===== src/iosrd_pkg.sv =====
package iosrd_pkg;

  // Operation classes presented by the core; the three load forms and the three
  // store forms share one class each because they decode identically.
  typedef enum logic [2:0] {
    io_input_op = 3'h0,
    io_output_op = 3'h1,
    set_single_bit_op = 3'h2,
    clear_single_bit_op = 3'h3,
    skip_if_io_bit_set = 3'h4,
    skip_if_io_bit_clear = 3'h5,
    data_load_op = 3'h6,
    data_store_op = 3'h7
  } iosrd_op_t;

  localparam int IO_LOCS = 64;
  localparam int FLAG_REGS = 4;
  localparam logic [7:0] RESET_VAL = 8'h00;

  // Address ranges in the core's address spaces.
  localparam logic [8:0] BIT_TOP = 9'h01f;
  localparam logic [8:0] SHORT_TOP = 9'h03f;
  localparam logic [8:0] DATA_IO_OFFSET = 9'h020;
  localparam logic [8:0] DATA_IO_HI = 9'h05f;
  localparam logic [8:0] EXT_LO = 9'h060;
  localparam logic [8:0] EXT_HI = 9'h1ff;

  // I/O addresses of the register map.
  localparam logic [5:0] A_PORT_B_PIN = 6'h03;
  localparam logic [5:0] A_PORT_B_DIR = 6'h04;
  localparam logic [5:0] A_PORT_B_OUT = 6'h05;
  localparam logic [5:0] A_PORT_C_PIN = 6'h06;
  localparam logic [5:0] A_PORT_C_DIR = 6'h07;
  localparam logic [5:0] A_PORT_C_OUT = 6'h08;
  localparam logic [5:0] A_PORT_D_PIN = 6'h09;
  localparam logic [5:0] A_PORT_D_DIR = 6'h0a;
  localparam logic [5:0] A_PORT_D_OUT = 6'h0b;
  localparam logic [5:0] A_TIMER8_FLAGS = 6'h15;
  localparam logic [5:0] A_TIMER16_FLAGS = 6'h16;
  localparam logic [5:0] A_EXT_IRQ_FLAGS = 6'h1c;
  localparam logic [5:0] A_EXT_IRQ_MASK = 6'h1d;
  localparam logic [5:0] A_SCRATCH_ZERO = 6'h1e;
  localparam logic [5:0] A_NV_DATA_CTRL = 6'h1f;
  localparam logic [5:0] A_TIMER8_CTRL_B = 6'h25;
  localparam logic [5:0] A_TIMER8_COUNT = 6'h26;
  localparam logic [5:0] A_TIMER8_CMP_A = 6'h27;
  localparam logic [5:0] A_TIMER8_CMP_B = 6'h28;
  localparam logic [5:0] A_PLL_CTRL_STAT = 6'h29;
  localparam logic [5:0] A_SCRATCH_ONE = 6'h2a;
  localparam logic [5:0] A_SCRATCH_TWO = 6'h2b;
  localparam logic [5:0] A_SPI_CTRL = 6'h2c;
  localparam logic [5:0] A_SPI_STATUS = 6'h2d;
  localparam logic [5:0] A_SPI_DATA = 6'h2e;
  localparam logic [5:0] A_CMP_CTRL_STAT = 6'h30;
  localparam logic [5:0] A_ONEWIRE_DATA = 6'h31;

  // Field layouts: writable bits, hardware-driven bits and write-one-to-clear bits.
  localparam logic [7:0] M_FULL = 8'hff;
  localparam logic [7:0] M_NONE = 8'h00;
  localparam logic [7:0] M_PORT_C = 8'hf7;
  localparam logic [7:0] M_NV_CTRL = 8'h3f;
  localparam logic [7:0] M_T8_CTRL_B = 8'h0f;
  localparam logic [7:0] M_PLL_RW = 8'h1e;
  localparam logic [7:0] M_PLL_LIVE = 8'h01;
  localparam logic [7:0] M_SPI_RW = 8'h01;
  localparam logic [7:0] M_SPI_LIVE = 8'hc0;
  localparam logic [7:0] M_CMP_RW = 8'hcf;
  localparam logic [7:0] M_CMP_LIVE = 8'h20;
  localparam logic [7:0] W_TIMER8 = 8'h07;
  localparam logic [7:0] W_TIMER16 = 8'h2f;
  localparam logic [7:0] W_EXT_IRQ = 8'hff;
  localparam logic [7:0] W_CMP = 8'h10;
  localparam int PLL_LOCK_BIT = 0;
  localparam int SPI_STAT_LSB = 6;
  localparam int CMP_OUT_BIT = 5;
  localparam int CMP_FLAG_BIT = 4;

  localparam logic [5:0] FLAG_ADDR [FLAG_REGS] = '{A_TIMER8_FLAGS, A_TIMER16_FLAGS,
                                                   A_EXT_IRQ_FLAGS, A_CMP_CTRL_STAT};
  localparam logic [7:0] FLAG_W1C [FLAG_REGS] = '{W_TIMER8, W_TIMER16, W_EXT_IRQ, W_CMP};

  function automatic logic [7:0] rw_mask(input logic [5:0] a);
    logic [7:0] m;
    m = M_NONE;
    if (a == A_PORT_B_DIR || a == A_PORT_B_OUT || a == A_PORT_D_DIR || a == A_PORT_D_OUT) begin
      m = M_FULL;
    end else if (a == A_PORT_C_DIR || a == A_PORT_C_OUT) begin
      m = M_PORT_C;
    end else if (a == A_EXT_IRQ_MASK || a == A_SCRATCH_ZERO || a == A_SCRATCH_ONE) begin
      m = M_FULL;
    end else if (a == A_SCRATCH_TWO || a == A_SPI_CTRL || a == A_SPI_DATA) begin
      m = M_FULL;
    end else if (a == A_TIMER8_COUNT || a == A_TIMER8_CMP_A || a == A_TIMER8_CMP_B) begin
      m = M_FULL;
    end else if (a == A_ONEWIRE_DATA) begin
      m = M_FULL;
    end else if (a == A_NV_DATA_CTRL) begin
      m = M_NV_CTRL;
    end else if (a == A_TIMER8_CTRL_B) begin
      m = M_T8_CTRL_B;
    end else if (a == A_PLL_CTRL_STAT) begin
      m = M_PLL_RW;
    end else if (a == A_SPI_STATUS) begin
      m = M_SPI_RW;
    end else if (a == A_CMP_CTRL_STAT) begin
      m = M_CMP_RW;
    end
    return m;
  endfunction : rw_mask

  function automatic logic [7:0] live_mask(input logic [5:0] a);
    logic [7:0] m;
    m = M_NONE;
    if (a == A_PORT_B_PIN || a == A_PORT_D_PIN) begin
      m = M_FULL;
    end else if (a == A_PORT_C_PIN) begin
      m = M_PORT_C;
    end else if (a == A_PLL_CTRL_STAT) begin
      m = M_PLL_LIVE;
    end else if (a == A_SPI_STATUS) begin
      m = M_SPI_LIVE;
    end else if (a == A_CMP_CTRL_STAT) begin
      m = M_CMP_LIVE;
    end
    return m;
  endfunction : live_mask

  function automatic logic [7:0] w1c_mask(input logic [5:0] a);
    logic [7:0] m;
    m = M_NONE;
    for (int i = 0; i < FLAG_REGS; i++) begin
      if (a == FLAG_ADDR[i]) begin
        m = FLAG_W1C[i];
      end
    end
    return m;
  endfunction : w1c_mask

endpackage : iosrd_pkg


===== src/iosrd_flag_if.sv =====
interface iosrd_flag_if;
  logic [7:0] set;
  logic [7:0] clr;
  logic [7:0] value;
  modport owner (input set, input clr, output value);
  modport user (output set, output clr, input value);
endinterface : iosrd_flag_if


===== src/iosrd_decoder.sv =====
// Notes on behaviour
// Software writes zero into unused bit positions.
// Unused bits need not read zero; here zero.
// Software never writes unassigned I/O addresses.
// Bit set/clear only on I/O 0x00-0x1F.
// Skip operations test one bit, set or clear.
// Flags clear on written one, zero keeps.
// Bit operations read-modify-write the whole register.
// Short-form transfers use I/O address, 64 locations.
// Data-space access adds 0x20 to I/O address.
// Extended range reached only by load/store.
// Unassigned addresses: writes ignored, reads zero.
module iosrd_decoder (
  // Clock and reset
  input wire logic mclk,
  input wire logic rst,
  // Core request
  input wire logic req_valid,
  input wire iosrd_pkg::iosrd_op_t req_op,
  input wire logic [8:0] req_addr,
  input wire logic [2:0] req_bit,
  input wire logic [7:0] req_wdata,
  // Core answer
  output logic req_busy,
  output logic rsp_valid,
  output logic [7:0] rsp_rdata,
  output logic rsp_skip,
  output logic rsp_refused,
  // Port pins
  input wire logic [7:0] pin_b,
  input wire logic [7:0] pin_c,
  input wire logic [7:0] pin_d,
  output logic [7:0] port_b_out,
  output logic [7:0] port_b_dir,
  output logic [7:0] port_c_out,
  output logic [7:0] port_c_dir,
  output logic [7:0] port_d_out,
  output logic [7:0] port_d_dir,
  // Peripheral events and status
  input wire logic [7:0] timer8_evt,
  input wire logic [7:0] timer16_evt,
  input wire logic [7:0] ext_irq_evt,
  input wire logic cmp_evt,
  input wire logic cmp_level,
  input wire logic pll_locked,
  input wire logic [1:0] spi_status,
  // Extended data space
  output logic ext_rd,
  output logic ext_wr,
  output logic [8:0] ext_addr,
  output logic [7:0] ext_wdata,
  input wire logic [7:0] ext_rdata
);

  logic [7:0] store_q [iosrd_pkg::IO_LOCS];
  logic [23:0] pin_s1_q;
  logic [23:0] pin_s2_q;
  logic [23:0] pin_s3_q;
  logic [23:0] pin_v_q;
  logic rsp_valid_q;
  logic [7:0] rsp_rdata_q;
  logic rsp_skip_q;
  logic rsp_refused_q;
  logic ext_rd_q;
  logic ext_wr_q;
  logic [8:0] ext_addr_q;
  logic [7:0] ext_wdata_q;
  logic [7:0] flag_val [iosrd_pkg::FLAG_REGS];
  logic [7:0] flag_evt [iosrd_pkg::FLAG_REGS];
  logic [7:0] flag_sel;

  // Operation classes.
  wire logic is_short = req_op == iosrd_pkg::io_input_op || req_op == iosrd_pkg::io_output_op;
  wire logic is_set = req_op == iosrd_pkg::set_single_bit_op;
  wire logic is_clr = req_op == iosrd_pkg::clear_single_bit_op;
  wire logic is_bitop = is_set || is_clr;
  wire logic is_skip = req_op == iosrd_pkg::skip_if_io_bit_set ||
                       req_op == iosrd_pkg::skip_if_io_bit_clear;
  wire logic is_load = req_op == iosrd_pkg::data_load_op;
  wire logic is_store = req_op == iosrd_pkg::data_store_op;
  wire logic is_data = is_load || is_store;
  wire logic wants_write = req_op == iosrd_pkg::io_output_op || is_bitop || is_store;

  // Address decoding per access class.
  wire logic in_io_data = req_addr >= iosrd_pkg::DATA_IO_OFFSET &&
                          req_addr <= iosrd_pkg::DATA_IO_HI;
  wire logic in_ext = req_addr >= iosrd_pkg::EXT_LO && req_addr <= iosrd_pkg::EXT_HI;
  wire logic [8:0] io_off = req_addr - iosrd_pkg::DATA_IO_OFFSET;
  wire logic [5:0] io_a = is_data ? io_off[5:0] : req_addr[5:0];
  wire logic legal = is_short ? req_addr <= iosrd_pkg::SHORT_TOP :
                     (is_bitop || is_skip) ? req_addr <= iosrd_pkg::BIT_TOP :
                     in_io_data || in_ext;
  wire logic to_ext = is_data && in_ext;
  wire logic to_io = legal && !to_ext;
  wire logic take = req_valid && !ext_rd_q;

  // Masks of the addressed register.
  wire logic [7:0] cur_rw = iosrd_pkg::rw_mask(io_a);
  wire logic [7:0] cur_live = iosrd_pkg::live_mask(io_a);
  wire logic [7:0] cur_w1c = iosrd_pkg::w1c_mask(io_a);
  wire logic assigned = (cur_rw | cur_live | cur_w1c) != 8'h00;

  // Hardware-driven bits. Status inputs come from logic on this clock and are not resynced.
  wire logic [7:0] pll_bits = {7'h00, pll_locked} << iosrd_pkg::PLL_LOCK_BIT;
  wire logic [7:0] spi_bits = {6'h00, spi_status} << iosrd_pkg::SPI_STAT_LSB;
  wire logic [7:0] cmp_bits = {7'h00, cmp_level} << iosrd_pkg::CMP_OUT_BIT;
  wire logic [7:0] live_val = io_a == iosrd_pkg::A_PORT_B_PIN ? pin_v_q[7:0] :
                              io_a == iosrd_pkg::A_PORT_C_PIN ? pin_v_q[15:8] :
                              io_a == iosrd_pkg::A_PORT_D_PIN ? pin_v_q[23:16] :
                              io_a == iosrd_pkg::A_PLL_CTRL_STAT ? pll_bits :
                              io_a == iosrd_pkg::A_SPI_STATUS ? spi_bits :
                              io_a == iosrd_pkg::A_CMP_CTRL_STAT ? cmp_bits : 8'h00;

  // Unused and unassigned positions read as zero since every mask excludes them.
  wire logic [7:0] rd_io = (store_q[io_a] & cur_rw) | (live_val & cur_live) |
                           (flag_sel & cur_w1c);

  // Bit operations rewrite the whole register, so set flags are written back as ones and clear.
  wire logic [7:0] bit_mask = 8'h01 << req_bit;
  wire logic [7:0] wr_val = is_set ? (rd_io | bit_mask) :
                            is_clr ? (rd_io & ~bit_mask) : req_wdata;
  wire logic io_wr = take && to_io && assigned && wants_write;
  wire logic refuse = take && (!legal || (to_io && !assigned && wants_write));
  wire logic skip_match = rd_io[req_bit] == (req_op == iosrd_pkg::skip_if_io_bit_set);
  wire logic answer_now = take && !(to_ext && is_load);
  wire logic [7:0] rd_answer = take && legal && !to_ext && !wants_write ? rd_io : 8'h00;

  always_comb begin
    flag_sel = 8'h00;
    for (int i = 0; i < iosrd_pkg::FLAG_REGS; i++) begin
      if (io_a == iosrd_pkg::FLAG_ADDR[i]) begin
        flag_sel = flag_val[i];
      end
    end
  end

  assign flag_evt[0] = timer8_evt;
  assign flag_evt[1] = timer16_evt;
  assign flag_evt[2] = ext_irq_evt;
  assign flag_evt[3] = {7'h00, cmp_evt} << iosrd_pkg::CMP_FLAG_BIT;

  // One flag register per event source; a written one clears, a zero leaves it.
  for (genvar g = 0; g < iosrd_pkg::FLAG_REGS; g++) begin : g_flags
    iosrd_flag_if flag_if ();
    assign flag_if.set = flag_evt[g];
    assign flag_if.clr = io_wr && io_a == iosrd_pkg::FLAG_ADDR[g] ? wr_val : 8'h00;
    assign flag_val[g] = flag_if.value;
    iosrd_flag_reg #(
      .W1C_MASK(iosrd_pkg::FLAG_W1C[g])
    ) u_flag (
      .mclk(mclk),
      .rst(rst),
      .fl(flag_if.owner)
    );
  end

  // Plain register storage; only writable bit positions ever change.
  always_ff @(posedge mclk) begin
    if (rst) begin
      for (int i = 0; i < iosrd_pkg::IO_LOCS; i++) begin
        store_q[i] <= iosrd_pkg::RESET_VAL;
      end
    end else if (io_wr) begin
      store_q[io_a] <= (store_q[io_a] & ~cur_rw) | (wr_val & cur_rw);
    end
  end

  // Pin inputs cross from outside; a new level counts once two stages agree.
  always_ff @(posedge mclk) begin
    if (rst) begin
      pin_s1_q <= 24'h000000;
      pin_s2_q <= 24'h000000;
      pin_s3_q <= 24'h000000;
      pin_v_q <= 24'h000000;
    end else begin
      pin_s1_q <= {pin_d, pin_c, pin_b};
      pin_s2_q <= pin_s1_q;
      pin_s3_q <= pin_s2_q;
      pin_v_q <= (pin_s2_q & pin_s3_q) | (pin_v_q & (pin_s2_q | pin_s3_q));
    end
  end

  // Answers come one cycle after the request; extended loads take one more.
  always_ff @(posedge mclk) begin
    if (rst) begin
      rsp_valid_q <= 1'b0;
      rsp_rdata_q <= 8'h00;
      rsp_skip_q <= 1'b0;
      rsp_refused_q <= 1'b0;
    end else begin
      rsp_valid_q <= answer_now || ext_rd_q;
      rsp_rdata_q <= ext_rd_q ? ext_rdata : rd_answer;
      rsp_skip_q <= take && is_skip && legal && skip_match;
      rsp_refused_q <= refuse;
    end
  end

  // Extended data space is handed on only for load and store forms.
  always_ff @(posedge mclk) begin
    if (rst) begin
      ext_rd_q <= 1'b0;
      ext_wr_q <= 1'b0;
      ext_addr_q <= 9'h000;
      ext_wdata_q <= 8'h00;
    end else begin
      ext_rd_q <= take && to_ext && is_load;
      ext_wr_q <= take && to_ext && is_store;
      ext_addr_q <= take && to_ext ? req_addr : ext_addr_q;
      ext_wdata_q <= take && to_ext ? req_wdata : ext_wdata_q;
    end
  end

  assign req_busy = ext_rd_q;
  assign rsp_valid = rsp_valid_q;
  assign rsp_rdata = rsp_rdata_q;
  assign rsp_skip = rsp_skip_q;
  assign rsp_refused = rsp_refused_q;
  assign ext_rd = ext_rd_q;
  assign ext_wr = ext_wr_q;
  assign ext_addr = ext_addr_q;
  assign ext_wdata = ext_wdata_q;
  assign port_b_out = store_q[iosrd_pkg::A_PORT_B_OUT];
  assign port_b_dir = store_q[iosrd_pkg::A_PORT_B_DIR];
  assign port_c_out = store_q[iosrd_pkg::A_PORT_C_OUT];
  assign port_c_dir = store_q[iosrd_pkg::A_PORT_C_DIR];
  assign port_d_out = store_q[iosrd_pkg::A_PORT_D_OUT];
  assign port_d_dir = store_q[iosrd_pkg::A_PORT_D_DIR];

  // Checks.
  wire logic [7:0] ext_flags = flag_val[2];
  wire logic pb_bit = port_b_out[req_bit];
endmodule : iosrd_decoder


===== src/iosrd_flag_reg.sv =====
module iosrd_flag_reg #(
  parameter logic [7:0] W1C_MASK = 8'hff
) (
  // Clock and reset
  input wire logic mclk,
  input wire logic rst,
  // Flag set and clear
  iosrd_flag_if.owner fl
);

  logic [7:0] flags_q;

  // A hardware event in the same cycle as a clearing write keeps the flag set.
  always_ff @(posedge mclk) begin
    if (rst) begin
      flags_q <= iosrd_pkg::RESET_VAL;
    end else begin
      flags_q <= ((flags_q & ~fl.clr) | fl.set) & W1C_MASK;
    end
  end

  assign fl.value = flags_q;
endmodule : iosrd_flag_reg


===== config.mk =====
export PLATFORM = sky130hd
export DESIGN_NAME = iosrd_decoder
export DESIGN_NICKNAME = d
export VERILOG_FILES = /design/src/iosrd_pkg.sv /design/src/iosrd_flag_if.sv /design/src/iosrd_decoder.sv /design/src/iosrd_flag_reg.sv
export SDC_FILE = /design/constraint.sdc
export NUM_CORES = 1
export LEC_CHECK = 0
export ABC_AREA = 1
export BUFFER_PORTS_ARGS = -buffer_cell sky130_fd_sc_hd__buf_2
export CAP_MARGIN = 15
export CORE_UTILIZATION = 65
export CTS_CLUSTER_SIZE = 28
export DETAILED_ROUTE_END_ITERATION = 7
export GPL_ROUTABILITY_DRIVEN = 0
export PLACE_DENSITY = 0.91
export SETUP_SLACK_MARGIN = 0.4
export SLEW_MARGIN = 20
export SYNTH_ARGS = -nofsm -noshare
export SYNTH_HDL_FRONTEND = slang
export SYNTH_SLANG_ARGS = --single-unit

===== constraint.sdc =====
create_clock -name mclk -period 6.05 [get_ports mclk]
set_input_delay 0.605 -clock mclk [delete_from_list [all_inputs] [get_ports mclk]]
set_output_delay 0.605 -clock mclk [all_outputs]
set_load 0.005 [all_outputs]

==> summary.md <==
| Metric | Value |
|---|---|
| Layout fillers | `2405` |
| Height of the die | `208 µm` |
| Gr usage total | `33.9%` |
| Register area | `0.0182 mm²` |
| Max Freq | `230 MHz` |
| Area of the multi-input gates | `0.00937 mm²` |
| Via count | `around 22000` |
| Post-synth top cells | `nand2_1 (1111), edfxtp_1 (512), nor2_1 (444)` |
| Most frequent CP cell | `nand2_1` |
| Setup_tns | `0 ns` |
| H-tree depth | `2` |
| DRC viols | `33` |
| Worst-path maximum fanout | `72` |
| Max Slew Vio Count | `0` |
| Vias in the first global route | `~22000` |
| Global route total overflow | `0` |
| ANT nets after route | `0` |
| Drt total wl | `74.1 mm` |
| Worst Tran Pin Value | `around 1.2 ns` |
| HP Class | `in2reg` |
| Clock buffer depth | `3` |
| Most common cell in the netlist | `nand2_1` |
| Post-synth ARST share | `0%` |
| Final core utilization | `75.6%` |
| First DRT Iteration DRCs | `3441` |
| Largest net degree at the start of global routing | `180` |
| Peak supply drop | `0.315 mV` |
| PortBufs | `between 150 and 200` |
| Pwr Total | `9810 µW` |
| Leakage power figure | `0.0137 µW` |
| Top_reg_cell synth | `edfxtp_1` |
| Max_cap viols | `0` |
| Mean number of vias per cell | `5.75` |
| Cts bufs inserted | `60` |
| Synthesis-to-layout area growth | `14.7%` |
| Layout cells sized above 1 | `10.2%` |
| Synth top area cells | `edfxtp_1 (56%), nand2_1 (15%), dfxtp_1 (10%), nor2_1 (6.0%), nand3_1 (2.8%)` |
| Inserted Diodes | `0` |
| Cell variety after synth | `43` |
| CP bufs+invs | `3` |
| Post-synthesis compound-gate area fraction | `2.99%` |
| Post-synth EDFFs | `512` |
| Failing checks | `DRC` |
| Die W | `208 µm` |
| IO Count | `166` |
| CTS tree | `yes` |
| Mapped Area | `0.0277 mm²` |
| Post-synthesis mux area share | `0%` |
| Run status | `finished with violations` |
| CP Data Required Time | `6.33 ns` |
| Clock latency reported for the late side of the worst-skew pair | `0.65 ns` |
| Largest family of logic cells by synthesized area | `simple AND/OR/NAND/NOR gates` |
| Post-CTS setup buffers | `0` |
| Initial antenna violation count | `0` |
| Core area | `0.0419 mm²` |
| Drt pass-1 iters | `8` |
| Flops & latches, synth | `651` |
| Cell Rows | `75` |
| Synth warn | `0` |
| Sequential share of the synthesized area | `between 60% and 70%` |
| First-pass GRT wire length | `114 mm` |
| Top delay family on crit path | `simple AND/OR/NAND/NOR gates` |
| PostCTS Resize Cnt | `0` |
| Syn Inst Count | `2924` |
| CTS Root Buffer Type | `clkbuf_16` |
| DP Wirelength | `44.3 mm` |
| Worst Path Arrival | `4.62 ns` |
| Slowest-stage cell, CP | `nor2_1` |
| Crit path largest cell delay | `0.62 ns` |
| Yosys top cell by area | `edfxtp_1` |
| Routed WL per cell | `19.1 µm` |
| Synth Area in Adders | `0%` |
| Post-Synth XOR/XNOR Area | `0.190%` |
| Post-layout net count | `between 3000 and 4000` |
| RSZ-0062 raised after global routing | `false` |
| Fin. Hold Viols | `0` |
| Min Tclk post-route | `4.35 ns` |
| Clock Skew | `0.0311 ns` |
| Pwr/cell area | `around 310 mW/mm²` |
| Die area | `0.0434 mm²` |
| # setup viols final | `0` |
| Final period utilization | `71.8%` |
| CTS sink cnt | `roughly 650` |
| CP Class | `in2reg` |
| CTS clock-pin slew for the worst setup and hold paths | `0.06 ns` |
| Crit end category | `flop` |
| Relative slew slack | `22.8%` |
| Synth Area per Inst | `9.46 µm²` |
| Post-CTS Hold Fix Bufs | `0` |
| Simple-gate area share of the yosys netlist | `26.5%` |
| Worst Setup Start Kind | `input pin` |
| Starting density of the core | `65.9%` |
| Yosys top cell area share | `55.6%` |
| CP Cell Sequence | `buf_6 > nand2_1 > nor2_1 > nand3_1 > inv_1 > nor4_1 > nand3b_2 > nand4_4 > nor2_8 > inv_4 > nor2_2 > nand2_1 > nand2_1` |
power breakdown:
part / total [µW] / internal [µW] / switching, µW
Sequential: 5170 / 5080 / 87.8
Clock: 3690 / 2060 / 1630
Combinational: 954 / 226 / 728
worst paths after layout:
check                                                   from                            to  slack (ns)  depth (start not counted)
worst max-delay path                             req_addr[0]  store_q[10][6]$_SDFFCE_PN0P_        1.70                         13
worst min-delay path                                pin_d[2]       pin_s1_q[18]$_SDFF_PP0_        0.16                          3
worst max register to register  store_q[56][3]$_SDFFCE_PN0P_  store_q[10][3]$_SDFFCE_PN0P_        2.73                         15
worst min register to register       pin_s1_q[10]$_SDFF_PP0_       pin_s2_q[10]$_SDFF_PP0_        0.40                          2
metal layers:
layer / GRT usage (%) / up-vias / share of wire, % / routed length [µm]
met5: 0 / - / 0 / 0
met4: 22.2 / 0 / 6.6 / 4880
met3: 7.47 / 419 / 12 / 8690
met2: 56.7 / 1725 / 49 / 36000
met1: 39.7 / 10200 / 33 / 24500
li1: - / 9941 / - / -
sequential cells by signal, indices dropped and copies added, names as in the netlist:
name	flops
rsp_skip	1
pin_s1_q	23
pin_s2_q	23
store_q	512
rsp_refused	1
ext_wr	1
rsp_rdata	8
ext_addr	9
ext_rd	1
pin_v_q	23
g_flags.u_flag.fl.value	17
rsp_valid	1
pin_s3_q	23
ext_wdata	8
layout by cell type (no fill, tap or decap), drive strengths merged:
master,synthesis,routed
nor3b,2,2
dfxtp,139,139
a21oi,93,93
clkinv,1,16
clkbuf,96,89
nor4,2,2
edfxtp,512,512
or4,1,1
nand3,157,157
nand2,1130,1130
nand4,50,50
conb,1,296
buf,79,187
bufinv,0,1
and2,1,1
or2,1,1
clkinvlp,0,1
a211oi,1,1
nand3b,1,1
o21ai,56,56
nor3,7,7
inv,133,137
a211o,1,1
xor2,3,3
nor2,457,457
worst min-delay path, stage by stage:
cell and delay (ns):
buf_2 0.07, inv_1 0.03, nor2_1 0.07
metrics by stage:
step	hold slack [ns]	cells	cell area (µm²)	setup slack [ns]
floorplan	0.388	3219	28800	2.98
global placement	0.394	3770	29800	1.52
detailed placement	0.393	3770	29800	1.39
CTS	0.155	3880	31700	2.01
global route	0.164	3880	31700	1.64
finish	0.163	3880	31700	1.70
cells by family after synthesis:
| family | Yosys count |
|---|---|
| compound gates | 151 |
| xor+xnor | 3 |
| buf+inv | 309 |
| flops | 651 |
| other cells | 1 |
| simple gates | 1809 |
area by class of cell:
class                           instances  share of cell area [%]
Clock buffer                           89                    5.56
Clock inverter                         21                   0.489
Inverter                              134                    1.60
Multi-Input combinational cell       2259                    29.5
Sequential cell                       651                    57.2
Tap cell                              539                    2.13
Timing Repair Buffer                  187                    3.45
(Power assumes the default switching activity.)
